## src/pkg/sam_regs.svh

```systemverilog
// constants for the serial converter control block
// assumes inclusion by bare name from design and testbench files
`ifndef SAM_REGS_SVH
`define SAM_REGS_SVH
`define SAM_RES_BITS      8
`define SAM_WORD_8CH      4
`define SAM_WORD_4CH      3
`define SAM_CLK_PERIOD_NS 10
`define SAM_SCLK_NS       4000
`define SAM_SCLK_DIV      (`SAM_SCLK_NS / (2 * `SAM_CLK_PERIOD_NS))
`define SAM_OFS_CTRL      32'h0000_0000
`define SAM_OFS_STATUS    32'h0000_0004
`define SAM_OFS_RESULT    32'h0000_0008
`define SAM_OFS_CFG       32'h0000_000c
`define SAM_CTRL_GO       0
`define SAM_ST_BUSY       0
`define SAM_ST_DONE       1
`endif

```

## src/pkg/sam_pkg.sv

```systemverilog
// types shared by both ends of the serial converter link
// assumes sam_regs.svh on the include path
package sam_pkg;
  typedef enum logic [2:0] {
    SAM_IDLE   = 3'b000,
    SAM_ADDR   = 3'b001,
    SAM_SETTLE = 3'b011,
    SAM_MSB    = 3'b010,
    SAM_LSB    = 3'b110,
    SAM_HOLD   = 3'b111
  } sam_dev_state_t;
  typedef enum logic [2:0] {
    SAM_H_IDLE = 3'b000,
    SAM_H_SEL  = 3'b001,
    SAM_H_RUN  = 3'b011,
    SAM_H_END  = 3'b010
  } sam_host_state_t;
endpackage

```

## src/pkg/sam_if.sv

```systemverilog
// link between converter device and controller
// assumes one shared clock, sclk is a plain data level
interface sam_if;
  logic cs_n;
  logic sclk;
  logic serial_address_in;
  logic dout;
  logic dout_oe_n;
  logic conversion_active_flag;
  logic lsb_order_enable_n;
  modport dev (input cs_n, sclk, serial_address_in, lsb_order_enable_n,
               output dout, dout_oe_n, conversion_active_flag);
  modport host (output cs_n, sclk, serial_address_in, lsb_order_enable_n,
                input dout, dout_oe_n, conversion_active_flag);
endinterface

```

## src/design/sam_sync3.sv

```systemverilog
// three-stage synchroniser with agreement filter
// assumes inputs asynchronous to clk
module sam_sync3
  import sam_pkg::*;
#(
  parameter bit RST_VAL = 1'b0
)
(
  // clock and reset
  input  wire logic clk,
  input  wire logic srst,
  // level
  input  wire logic din,
  output logic      dout
);
  logic [2:0] sh_reg;
  logic [2:0] sh_next;
  logic       q_reg;
  logic       q_next;
  always_comb
  begin
    sh_next = {sh_reg[1:0], din};
    q_next  = (sh_reg[1] == sh_reg[2]) ? sh_reg[2] : q_reg;
  end
  always_ff @(posedge clk)
  begin
    if (srst)
    begin
      sh_reg <= {3{RST_VAL}};
      q_reg  <= RST_VAL;
    end
    else
    begin
      sh_reg <= sh_next;
      q_reg  <= q_next;
    end
  end
  assign dout = q_reg;
endmodule // sam_sync3

```

## src/design/sam_device.sv

```systemverilog
// converter device end: address shifting, sequencing, serial result
// assumes sampled link pins; comparator replaced by a digital sample
//
// Contract
// chip select low enables the logic
// chip select held low throughout
// sample address input on rising clock
// first high after select is start
// assignment word follows start bit
// start reaching position latches channel, converts
// busy flag high, address input ignored
// one settling period driving low
// result bits out MSB first
// eight periods then busy low
// four-input part repeats result LSB first
// enable high holds LSB static
// enable low shifts register LSB first
// chip select high clears, output released
// new select edge per conversion
// address sampled only while output released
// negative difference gives zero code
// word decodes inputs, mode, polarity
// differential pairs are adjacent even/odd
// single-ended eight-input uses common negative
// four-input fixes pair bit0 high
// four-input decode table
// eight-input decode table
// output changes after falling edge
`include "sam_regs.svh"
module sam_device
  import sam_pkg::*;
#(
  parameter bit EIGHT_CH = 1'b1
)
(
  // clock and reset
  input  wire logic                   clk,
  input  wire logic                   srst,
  // link
  sam_if.dev                          lnk,
  // analog stand-in: one code per channel, plus common
  input  wire logic [8*`SAM_RES_BITS-1:0] ch_code,
  input  wire logic [`SAM_RES_BITS-1:0]   com_code,
  // decode observed
  output logic [7:0]                  pos_sel,
  output logic [8:0]                  neg_sel
);
  logic cs_n_s;
  logic sclk_s;
  logic di_s;
  logic se_n_s;
  // idle level of chip select is high, so no false select after reset
  sam_sync3 #(.RST_VAL(1'b1)) u_cs (.clk(clk), .srst(srst), .din(lnk.cs_n), .dout(cs_n_s));
  sam_sync3 u_ck (.clk(clk), .srst(srst), .din(lnk.sclk), .dout(sclk_s));
  sam_sync3 u_di (.clk(clk), .srst(srst), .din(lnk.serial_address_in), .dout(di_s));
  sam_sync3 u_se (.clk(clk), .srst(srst), .din(lnk.lsb_order_enable_n), .dout(se_n_s));

  sam_dev_state_t      st_reg, st_next;
  logic                ck_d_reg, ck_d_next;
  logic [4:0]          sh_reg, sh_next;
  logic [3:0]          cnt_reg, cnt_next;
  logic [8:0]          res_reg, res_next;
  logic                do_reg, do_next;
  logic                oe_n_reg, oe_n_next;
  logic [7:0]          pos_reg, pos_next;
  logic [8:0]          neg_reg, neg_next;
  logic [`SAM_RES_BITS-1:0] code_reg, code_next;
  logic                rise;
  logic                fall;
  logic                start_hit;
  logic [3:0]          word;
  logic                sgl;
  logic                odd;
  logic [1:0]          pidx;
  logic [2:0]          pch;
  logic [2:0]          nch;
  logic [`SAM_RES_BITS-1:0] vp;
  logic [`SAM_RES_BITS-1:0] vn;

  assign rise = sclk_s & ~ck_d_reg;
  assign fall = ~sclk_s & ck_d_reg;
  // start bit lands at bit 4 of the address register, bit 3 on the four-input part
  assign start_hit = EIGHT_CH ? sh_reg[4] : sh_reg[3];
  assign word = EIGHT_CH ? sh_reg[3:0] : {sh_reg[2:0], 1'b1};

  always_comb
  begin
    sgl  = word[3];
    odd  = word[2];
    pidx = EIGHT_CH ? word[1:0] : {1'b0, word[1]};
    pch  = {pidx, odd};
    nch  = {pidx, ~odd};
    pos_next = 8'h00;
    neg_next = 9'h000;
    pos_next[pch] = 1'b1;
    if (!sgl)
      neg_next[nch] = 1'b1;
    else if (EIGHT_CH)
      neg_next[8] = 1'b1;
    vp = ch_code[pch*`SAM_RES_BITS +: `SAM_RES_BITS];
    if (!sgl)
      vn = ch_code[nch*`SAM_RES_BITS +: `SAM_RES_BITS];
    else if (EIGHT_CH)
      vn = com_code;
    else
      vn = '0;
    code_next = (vp < vn) ? '0 : vp - vn;
  end

  always_comb
  begin
    st_next   = st_reg;
    ck_d_next = sclk_s;
    sh_next   = sh_reg;
    cnt_next  = cnt_reg;
    res_next  = res_reg;
    do_next   = do_reg;
    oe_n_next = oe_n_reg;
    if (cs_n_s)
    begin
      st_next   = SAM_IDLE;
      sh_next   = 5'h00;
      cnt_next  = 4'h0;
      res_next  = 9'h000;
      do_next   = 1'b0;
      oe_n_next = 1'b1;
    end
    else
    begin
      unique case (st_reg)
        SAM_IDLE:
          st_next = SAM_ADDR;
        SAM_ADDR:
          if (start_hit)
          begin
            st_next  = SAM_SETTLE;
            cnt_next = 4'h0;
          end
          else if (rise && (sh_reg != 5'h00 || di_s))
            sh_next = {sh_reg[3:0], di_s};
        SAM_SETTLE:
          if (fall)
          begin
            oe_n_next = 1'b0;
            do_next   = 1'b0;
            st_next   = SAM_MSB;
          end
        SAM_MSB:
          if (fall)
          begin
            if (cnt_reg == 4'(`SAM_RES_BITS))
            begin
              st_next  = SAM_LSB;
              cnt_next = 4'h1;
              do_next  = res_reg[0];
            end
            else
            begin
              do_next  = code_reg[`SAM_RES_BITS-1-cnt_reg[2:0]];
              res_next = {res_reg[7:0], code_reg[`SAM_RES_BITS-1-cnt_reg[2:0]]};
              cnt_next = cnt_reg + 4'h1;
            end
          end
        SAM_LSB:
          if (fall && (!EIGHT_CH || !se_n_s))
          begin
            if (cnt_reg == 4'(`SAM_RES_BITS))
              st_next = SAM_HOLD;
            else
            begin
              do_next  = res_reg[cnt_reg];
              cnt_next = cnt_reg + 4'h1;
            end
          end
        SAM_HOLD:
          st_next = SAM_HOLD;
        default:
          st_next = SAM_IDLE;
      endcase
    end
  end

  always_ff @(posedge clk)
  begin
    if (srst)
    begin
      st_reg   <= SAM_IDLE;
      ck_d_reg <= 1'b0;
      sh_reg   <= 5'h00;
      cnt_reg  <= 4'h0;
      res_reg  <= 9'h000;
      do_reg   <= 1'b0;
      oe_n_reg <= 1'b1;
      pos_reg  <= 8'h00;
      neg_reg  <= 9'h000;
      code_reg <= '0;
    end
    else
    begin
      st_reg   <= st_next;
      ck_d_reg <= ck_d_next;
      sh_reg   <= sh_next;
      cnt_reg  <= cnt_next;
      res_reg  <= res_next;
      do_reg   <= do_next;
      oe_n_reg <= oe_n_next;
      if (st_reg == SAM_ADDR && start_hit)
      begin
        pos_reg  <= pos_next;
        neg_reg  <= neg_next;
        code_reg <= code_next;
      end
    end
  end

  assign lnk.dout      = do_reg;
  assign lnk.dout_oe_n = oe_n_reg;
  // busy from channel latch (start bit at bit 4 of address register, bit 3 on four-input) until the eighth bit
  assign lnk.conversion_active_flag = (st_reg == SAM_SETTLE) || (st_reg == SAM_MSB);
  assign pos_sel = pos_reg;
  assign neg_sel = neg_reg;
endmodule // sam_device

```

## src/flat_wrapper.sv

```systemverilog
// flat-port wrapper written by rule: the top's interface ports become plain ports
module sam_device_flat import sam_pkg::*;
#(
  parameter bit EIGHT_CH = 1'b1
)
  (clk, srst, ch_code, com_code, pos_sel, neg_sel, lnk_cs_n, lnk_sclk, lnk_serial_address_in, lnk_lsb_order_enable_n, lnk_dout, lnk_dout_oe_n, lnk_conversion_active_flag);
  sam_if lnk_i ();
  input  wire logic clk;
  input  wire logic srst;
  input  wire logic [8*`SAM_RES_BITS-1:0] ch_code;
  input  wire logic [`SAM_RES_BITS-1:0] com_code;
  output logic [7:0] pos_sel;
  output logic [8:0] neg_sel;
  input wire logic [$bits(lnk_i.cs_n)-1:0] lnk_cs_n;
  input wire logic [$bits(lnk_i.sclk)-1:0] lnk_sclk;
  input wire logic [$bits(lnk_i.serial_address_in)-1:0] lnk_serial_address_in;
  input wire logic [$bits(lnk_i.lsb_order_enable_n)-1:0] lnk_lsb_order_enable_n;
  output wire logic [$bits(lnk_i.dout)-1:0] lnk_dout;
  output wire logic [$bits(lnk_i.dout_oe_n)-1:0] lnk_dout_oe_n;
  output wire logic [$bits(lnk_i.conversion_active_flag)-1:0] lnk_conversion_active_flag;
  assign lnk_i.cs_n = lnk_cs_n;
  assign lnk_i.sclk = lnk_sclk;
  assign lnk_i.serial_address_in = lnk_serial_address_in;
  assign lnk_i.lsb_order_enable_n = lnk_lsb_order_enable_n;
  assign lnk_dout = lnk_i.dout;
  assign lnk_dout_oe_n = lnk_i.dout_oe_n;
  assign lnk_conversion_active_flag = lnk_i.conversion_active_flag;
  sam_device #(.EIGHT_CH(EIGHT_CH)) u_core (.clk(clk), .srst(srst), .lnk(lnk_i), .ch_code(ch_code), .com_code(com_code), .pos_sel(pos_sel), .neg_sel(neg_sel));
endmodule
```

## config.mk

```make
export PLATFORM = sky130hd
export DESIGN_NAME = sam_device_flat
export DESIGN_NICKNAME = d
export VERILOG_FILES = /design/src/pkg/sam_pkg.sv /design/src/pkg/sam_if.sv /design/src/design/sam_sync3.sv /design/src/design/sam_device.sv /design/src/flat_wrapper.sv
export VERILOG_INCLUDE_DIRS = /design/src /design/src/pkg
export SDC_FILE = /design/constraint.sdc
export NUM_CORES = 1
export LEC_CHECK = 0
export BUFFER_PORTS_ARGS = -buffer_cell sky130_fd_sc_hd__buf_2
export CELL_PAD_IN_SITES_DETAIL_PLACEMENT = 1
export CELL_PAD_IN_SITES_GLOBAL_PLACEMENT = 1
export CORE_AREA = 2 2 87 130
export DETAILED_ROUTE_END_ITERATION = 8
export DIE_AREA = 0 0 89 132
export PLACE_DENSITY_LB_ADDON = 0.1
export SLEW_MARGIN = 20
export SYNTH_ARGS = -nofsm -noshare
export SYNTH_HDL_FRONTEND = slang
export SYNTH_SLANG_ARGS = --single-unit
```

## constraint.sdc

```tcl
create_clock -name clk -period 3.65 [get_ports clk]
set_input_delay 0.365 -clock clk [delete_from_list [all_inputs] [get_ports clk]]
set_output_delay 0.365 -clock clk [all_outputs]
set_load 0.005 [all_outputs]
```

==> Implementation_results.wiki, run 1 <==
{| class="wikitable"
! Metric !! Value
|-
| Run status || finished clean
|-
| Number of detailed-route iterations in the first pass || 4
|-
| Post-synthesis register bit count || 65
|-
| Fraction of layout instances using a drive strength above 1 || 28.2%
|-
| Number of DRC markers after the initial detailed-route iteration || 189
|-
| Cell-by-cell trace of the critical path || mux2_2, a221oi_1, o22ai_1, mux2_2, ha_1, fa_1, nand2b_1, a21oi_1, nor2b_1, o31ai_4, a32oi_1, nor2_1
|-
| Setup TNS || 0 ns
|-
| Mapped Nets || 587
|-
| Gr usage total || 21.6%
|-
| Number of max-capacitance violations reported || 0
|-
| Clock root buffer || sky130_fd_sc_hd__clkbuf_16
|-
| Area of the multi-input gates || 2640 um2
|-
| Buffers & Inverters on Critical Path || 0
|-
| Avg Inst Size Synth || 8.38 um2
|-
| Port bufs || 97
|-
| Horizontal extent of the die || 89 um
|-
| Critical Path Sink Type || register
|-
| CTS Buf Count || 9
|-
| Number of antenna violations at the first check in global routing || 0
|-
| Final-report hold violation count || 0
|-
| Detail Route Antenna Nets || 0
|-
| Worst path max stage delay || 0.43 ns
|-
| Area growth syn-to-layout || 22.2%
|-
| Number of distinct library cells after synthesis || 59
|-
| Sink count of the clock tree || 65
|-
| Maximum clock path buffer count || 2
|-
| Maximum number of pins on one net before global-route repair || 50
|-
| Main flop type after synthesis || sky130_fd_sc_hd__dfxtp_1
|-
| Relative slew margins || 32.1%
|-
| Number of standard-cell rows in the floorplan || 46
|-
| Worst setup SP type || register
|-
| Critical Path AT || 3.61 ns
|-
| Die area || 11700 um2
|-
| Post-layout nets || 676
|-
| Max FO, Critical Path || 9
|-
| Hold Path Class || primary input to register
|-
| Via count of the first global-routing pass || 4145
|-
| Most repeated library cell on the critical path || sky130_fd_sc_hd__mux2_2
|-
| Detailed-route wire length || 12200 um
|-
| Post-synth EDFFs || 0
|-
| Leakage component of the power || 1.94 nW
|-
| Highest-delay cell along the critical path || sky130_fd_sc_hd__dfxtp_2
|-
| Mean number of vias per cell || 5.47
|-
| Synth async-reset ratio || 0%
|-
| Top-Level Pins || 98
|-
| CTS tree || done
|-
| Worst Clk Skew || 0.0116 ns
|-
| Worst Path Class, Setup || register to register
|-
| Global-route wire length before repair || 20100 um
|-
| Sequential share of the synthesized area || 31.4%
|-
| Instance count of the mapped netlist || 494
|-
| Clock latency reported for the late side of the worst-skew pair || 0.33 ns
|-
| Die Span Y || 132 um
|-
| Slew at the pin closest to its max-slew limit || 1.02 ns
|-
| Utilization after layout || 47.8%
|-
| Design area || 5060 um2
|-
| Register area || 1300 um2
|-
| Max Clock Freq || 298 MHz
|-
| Standard cell core area || 10600 um2
|-
| Post-cts resize count || 0
|-
| Half-perimeter wire length after detailed placement || 9360 um
|-
| Vias post-DR || 4006
|-
| Cell Pwr Density || 330 nW/um2
|-
| Data required time at the worst endpoint || 3.91 ns
|-
| Effective utilization at floorplan || 39.1%
|-
| Final routed DRC violation total || 0
|-
| Post-route minimum period || 3.35 ns
|-
| DP Worst Slack || 0.239 ns
|-
| Final number of max-transition violations || 0
|-
| GP Congestion || 0.852
|-
| Worst setup slack after layout || 0.299 ns
|-
| Post-CTS Hold Fix Bufs || 0
|-
| Count of H-tree levels built during CTS || 3
|-
| Cell Area, Placed || 4770 um2
|-
| Kind of cell adding the most delay to the critical path || compound AO/OA/AOI/OAI gates
|-
| Crit share post-route || 91.8%
|-
| Diode insertion count for antenna repair || 0
|-
| Setup Buffers After CTS || 0
|-
| Number of filler cells placed in the layout || 1328
|-
| Setup repair after global routing missed its margin || no
|-
| Number of setup violations in the final report || 0
|-
| Worst vdd rail ir drop || 0.000185 V
|-
| Clock Pin Slew Worst Setup and Hold Paths || 0.06 ns
|-
| GRT overflow || 0
|-
| Cell Area, Synth || 4140 um2
|-
| Number of warnings printed during yosys synthesis || 0
|-
| DR WL/cell || 16.7 um
|-
| Worst Hold Margin || 0.214 ns
|}
worst reg2reg max path: cells and delay by family (launching register included):
family          cells  cell delay [ns]
flops               1             0.43
compound gates      5             1.18
mux                 2             0.65
fa+ha+maj           2             0.58
simple gates        3             0.45
through the flow:
stage | std cells | total power [mW]
2_1_floorplan | 494 | 0.818
3_3_place_gp | 716 | 0.886
3_5_place_dp | 716 | 0.888
4_1_cts | 732 | 1.69
5_1_grt | 732 | 1.74
6_report | 732 | 1.67
final cells by class:
class | instances | share of cell area, %
sequential | 65 | 25.8
tap | 144 | 3.56
clock buffer | 9 | 4.45
timing repair buffer | 113 | 12.2
inverter | 10 | 0.890
clock inverter | 7 | 1.06
multi-input combinational | 384 | 52.1
where the power goes:
group,switching (mW),total (mW),internal [mW]
Combinational,0.0763,0.155,0.0786
Sequential,0.00215,0.717,0.715
Clock,0.334,0.797,0.463
final timing paths:
path,startpoint,endpoint,slack [ns],cells after the start
worst max-delay path,u_core.sh_reg[2],u_core.code_reg[5],0.30,12
worst min-delay path,lnk_cs_n,u_core.u_cs.sh_reg[0],0.21,2
worst max register to register,u_core.sh_reg[2],u_core.code_reg[5],0.30,12
worst min register to register,u_core.u_cs.sh_reg[0],u_core.u_cs.sh_reg[1],0.41,1
placed cells by master (no fill, tap or decap), types with 4 or more instances in the layout:
master and n:
sky130_fd_sc_hd__a22oi_1 16, sky130_fd_sc_hd__nand3_1 17, sky130_fd_sc_hd__dfxtp_1 63, sky130_fd_sc_hd__a221oi_1 10
sky130_fd_sc_hd__o21ai_0 18, sky130_fd_sc_hd__clkbuf_16 9, sky130_fd_sc_hd__a211oi_1 4, sky130_fd_sc_hd__nor2_1 61
sky130_fd_sc_hd__nand2_1 41, sky130_fd_sc_hd__o221ai_1 5, sky130_fd_sc_hd__buf_2 97, sky130_fd_sc_hd__nor2b_1 16
sky130_fd_sc_hd__o22ai_1 5, sky130_fd_sc_hd__buf_4 15, sky130_fd_sc_hd__and3_1 5, sky130_fd_sc_hd__clkinvlp_4 5
sky130_fd_sc_hd__ha_1 14, sky130_fd_sc_hd__nor3_1 7, sky130_fd_sc_hd__mux4_1 4, sky130_fd_sc_hd__mux2i_1 35
sky130_fd_sc_hd__mux2_2 17, sky130_fd_sc_hd__inv_1 7, sky130_fd_sc_hd__a21oi_1 52, sky130_fd_sc_hd__nand2b_1 5
logic make-up after synthesis:
group	after synthesis	synth area share (%)
buffers and inverters	45	5.08
muxes	58	16.7
AOI/OAI and AO/OA	133	21.3
and+or+nand+nor	176	20.3
DFF	65	31.4
adders and majority gates	15	4.71
xor gates and xnor gates	2	0.423
cells in the mapped netlist (all sizes together) (3+ instances only):
| cell | n | area share, % |
|---|---|---|
| inv | 8 | 0.73 |
| a32oi | 3 | 0.63 |
| and3 | 5 | 0.76 |
| or2 | 4 | 0.60 |
| o21ai | 19 | 2.6 |
| o221ai | 5 | 1.1 |
| a22oi | 16 | 2.9 |
| clkbuf | 18 | 1.6 |
| nor4 | 3 | 0.45 |
| ha | 14 | 4.2 |
| mux2 | 17 | 4.6 |
| nor3 | 7 | 0.85 |
| nor2b | 17 | 2.7 |
| nand3 | 17 | 2.1 |
| a221oi | 10 | 2.1 |
| o21a | 3 | 0.54 |
| nand2b | 5 | 0.76 |
| nor2 | 64 | 6.0 |
| a21oi | 52 | 6.3 |
| o22ai | 5 | 0.76 |
| nand2 | 41 | 3.7 |
| a211oi | 4 | 0.73 |
| mux4 | 6 | 3.6 |
| dfxtp | 65 | 31 |
| mux2i | 35 | 8.5 |
| and2b | 3 | 0.63 |
| o21bai | 3 | 0.54 |
| a31oi | 3 | 0.82 |
| buf | 17 | 2.5 |
per-layer routing:
layer / GRT usage [%] / vias up / share of wire (%)
met4: 7.96 / 0 / 1.8
met2: 38.1 / 98 / 54
met5: 0 / - / 0
met3: 3.13 / 14 / 3.4
met1: 25.9 / 1913 / 41
li1: - / 1981 / -
Power figures use the tool's default switching activity.
==> run 2: changes to the inputs <==
--- a/config.mk
+++ b/config.mk
@@ -9,9 +9,9 @@
 export BUFFER_PORTS_ARGS = -buffer_cell sky130_fd_sc_hd__buf_2
 export CELL_PAD_IN_SITES_DETAIL_PLACEMENT = 1
 export CELL_PAD_IN_SITES_GLOBAL_PLACEMENT = 1
-export CORE_AREA = 2 2 87 130
+export CORE_AREA = 2 2 91 137
 export DETAILED_ROUTE_END_ITERATION = 8
-export DIE_AREA = 0 0 89 132
+export DIE_AREA = 0 0 93 139
 export PLACE_DENSITY_LB_ADDON = 0.1
 export SLEW_MARGIN = 20
 export SYNTH_ARGS = -nofsm -noshare
==> constraint.sdc (replaced) <==
create_clock -name clk -period 3 [get_ports clk]
set_input_delay 0.3 -clock clk [delete_from_list [all_inputs] [get_ports clk]]
set_output_delay 0.3 -clock clk [all_outputs]
set_load 0.005 [all_outputs]
==> run 2 against run 1 <==
Sequential share of layout area is 2.5 points lower. Clock power is 34% higher. Register-to-register slack worse by 0.23 ns. Total power is 31% higher. Highest routed layer unchanged.
==> Implementation_results.wiki, run 2 (synthesis gave the netlist of run 1 again) <==
{| class="wikitable"
! Metric !! Value
|-
| Post-route minimum period || 2.93 ns (-0.421 ns)
|-
| Clock root buffer || sky130_fd_sc_hd__clkbuf_16
|-
| Leakage component of the power || 2.24 nW (+16%)
|-
| Final routed DRC violation total || 0 (unchanged)
|-
| Maximum number of pins on one net before global-route repair || 45 (-10%)
|-
| Die area || 12900 um2 (+10%)
|-
| Fraction of layout instances using a drive strength above 1 || 37.3% (+9.1 points)
|-
| Worst Path Class, Setup || register to register
|-
| Design area || 5640 um2 (+11%)
|-
| Internal cell power || 1.65 mW (+31%)
|-
| Max FO, Critical Path || 8 (-1)
|-
| Port bufs || 97 (unchanged)
|-
| CTS Buf Count || 9 (unchanged)
|-
| Cell Area, Placed || 5000 um2 (+4.9%)
|-
| Worst Hold Margin || 0.147 ns (-0.0670 ns)
|-
| GP Congestion || 0.867 (+1.8%)
|-
| Detail Route Antenna Nets || 0 (unchanged)
|-
| DP Worst Slack || -0.121 ns (-0.360 ns)
|-
| Setup repair after global routing missed its margin || yes
|-
| Non-filler cells in the finished layout || 788 (+7.7%)
|-
| Mean number of vias per cell || 5.40 (-1.4%)
|-
| DR WL/cell || 18.2 um (+9.0%)
|-
| Effective utilization at floorplan || 35.2% (-3.9 points)
|-
| Number of standard-cell rows in the floorplan || 49 (+6.5%)
|-
| Run status || finished clean
|-
| Global-route wire length before repair || 22600 um (+12%)
|-
| Maximum clock path buffer count || 2 (unchanged)
|-
| Worst vdd rail ir drop || 0.000275 V (+48%)
|-
| Worst hold path cell count || 2 (unchanged)
|-
| Count of H-tree levels built during CTS || 3 (unchanged)
|-
| Worst setup slack after layout || 0.0696 ns (-0.229 ns)
|-
| Via count of the first global-routing pass || 4511 (+8.8%)
|-
| Power share of the clock group || 48.7% (+0.9 points)
|-
| Data required time at the worst endpoint || 3.26 ns (-0.65 ns)
|-
| Count of cells along the worst register-to-register path || 13 (+1)
|-
| GRT overflow || 0 (unchanged)
|-
| Top-Level Pins || 98 (unchanged)
|-
| Number of antenna violations at the first check in global routing || 0 (unchanged)
|-
| Max Clock Freq || 341 MHz (+14%)
|-
| Detailed-route wire length || 14300 um (+17%)
|-
| Gr usage total || 22.2% (+0.55 points)
|-
| Diode insertion count for antenna repair || 0 (unchanged)
|-
| Die Span Y || 139 um (+5.3%)
|-
| Post-layout nets || 723 (+7.0%)
|-
| Most common library cell in the layout ignoring fill and taps || sky130_fd_sc_hd__buf_2
|-
| Sink count of the clock tree || 65 (unchanged)
|-
| Final number of max-transition violations || 0 (unchanged)
|-
| Highest-count cells in the layout ignoring fill and taps || sky130_fd_sc_hd__buf_2, sky130_fd_sc_hd__dfxtp_1, sky130_fd_sc_hd__nor2_1
|-
| Setup TNS || 0 ns (unchanged)
|-
| Clock Pin Slew Worst Setup and Hold Paths || 0.06 ns (about the same)
|-
| Slew at the pin closest to its max-slew limit || 0.700 ns (-0.316 ns)
|-
| Clock latency reported for the late side of the worst-skew pair || 0.33 ns (about the same)
|-
| Critical Path Sink Type || register
|-
| CTS tree || done
|-
| Power Total || 2.19 mW (+31%)
|-
| Standard cell core area || 11800 um2 (+11%)
|-
| Number of DRC markers after the initial detailed-route iteration || 153 (-19%)
|-
| Number of max-capacitance violations reported || 0 (unchanged)
|-
| Number of setup violations in the final report || 0 (unchanged)
|-
| Critical Path AT || 3.19 ns (-0.42 ns)
|-
| Utilization after layout || 47.9% (+0.10 points)
|-
| Number of cells after detailed placement || 754 (+5.3%)
|-
| Half-perimeter wire length after detailed placement || 11100 um (+19%)
|-
| Relative slew margins || 53.4% (+21 points)
|-
| Worst Clk Skew || 0.00763 ns (-0.00392 ns)
|-
| Flop pwr share || 39.8% (-3.2 points)
|-
| Hold Path Class || primary input to register
|-
| Worst setup SP type || register
|-
| Area growth syn-to-layout || 36.1%
|-
| Cell Pwr Density || 388 nW/um2 (+18%)
|-
| Horizontal extent of the die || 93 um (+4.5%)
|-
| Vias post-DR || 4254 (+6.2%)
|-
| Number of filler cells placed in the layout || 1464 (+10%)
|-
| Switching Power || 0.539 mW (+31%)
|-
| Number of detailed-route iterations in the first pass || 4 (unchanged)
|-
| Crit share post-route || 97.7% (+5.9 points)
|-
| Final-report hold violation count || 0 (unchanged)
|-
| Net Sw Frac || 24.6% (-0.078 points)
|-
| Share of total power in combinational logic || 11.5% (+2.2 points)
|}
[run 2: cell types whose count changed in the layout (fill, tap and decap cells not counted), moves of 3 or more]
cell                         previous run  this run
sky130_fd_sc_hd__buf_6                  0         4
sky130_fd_sc_hd__mux2_4                 0         3
sky130_fd_sc_hd__mux2_2                17        14
sky130_fd_sc_hd__o21ai_0               18        15
sky130_fd_sc_hd__a221oi_1              10         3
sky130_fd_sc_hd__clkinvlp_4             5         2
sky130_fd_sc_hd__buf_4                 15        55
sky130_fd_sc_hd__a221oi_2               0         7
sky130_fd_sc_hd__dfxtp_4                0         3
[run 2: final timing paths]
| check | slack [ns] | endpoint | start |
|---|---|---|---|
| min | 0.15 | u_core.u_cs.sh_reg[0] | lnk_cs_n |
| max reg2reg | 0.07 | u_core.code_reg[2] | u_core.sh_reg[2] |
| min reg2reg | 0.42 | u_core.u_cs.sh_reg[1] | u_core.u_cs.sh_reg[0] |
| max | 0.07 | u_core.code_reg[2] | u_core.sh_reg[2] |
[run 2: final cells by class]
| class | instances | area, um2 | area share [%] |
|---|---|---|---|
| sequential | 65 | 1310 | 23.3 |
| inverter | 10 | 38.8 | 0.688 |
| multi-input combinational | 384 | 2780 | 49.2 |
| clock inverter | 7 | 80.1 | 1.42 |
| clock buffer | 9 | 225 | 3.99 |
| timing repair buffer | 160 | 1010 | 18.0 |
| tap | 153 | 191 | 3.40 |
[run 2: worst max-delay path: stages, from the launching register on]
cell	delay, ns
sky130_fd_sc_hd__dfxtp_4	0.41
sky130_fd_sc_hd__mux2_4	0.32
sky130_fd_sc_hd__a221oi_2	0.24
sky130_fd_sc_hd__o22ai_1	0.11
sky130_fd_sc_hd__mux2_4	0.30
sky130_fd_sc_hd__ha_4	0.16
sky130_fd_sc_hd__fa_2	0.36
sky130_fd_sc_hd__nand2b_4	0.16
sky130_fd_sc_hd__a21oi_4	0.20
sky130_fd_sc_hd__nor2b_2	0.08
sky130_fd_sc_hd__o31ai_4	0.18
sky130_fd_sc_hd__buf_6	0.16
sky130_fd_sc_hd__a32oi_1	0.09
sky130_fd_sc_hd__nor2_1	0.10
[run 2: what timing repair did]
item / 4_1_cts / 5_1_grt
pin swaps: 3 / 18
hold endpoints to repair: 0 / 0
hold buffers: 0 / 0
resized for setup: 13 / 37
buffers inserted: 3 / 15
setup endpoints to repair: 8 / 8
[run 2: power groups by stage]
stage | Sequential (mW) | Clock, mW | Combinational (mW)
floorplan | 0.891 | 0 | 0.105
global placement | 0.891 | 0 | 0.209
detailed placement | 0.892 | 0 | 0.212
CTS | 0.872 | 1.10 | 0.225
global route | 0.870 | 1.13 | 0.276
finish | 0.870 | 1.07 | 0.252
[run 2: layer usage]
layer  up-vias  GRT usage [%]  part of all wire [%]
met2       113           41.5                    54
met4         0           11.2                   4.5
li1       2066              -                     -
met5         -              0                     0
met1      2035           23.6                    38
met3        40           2.93                   3.2
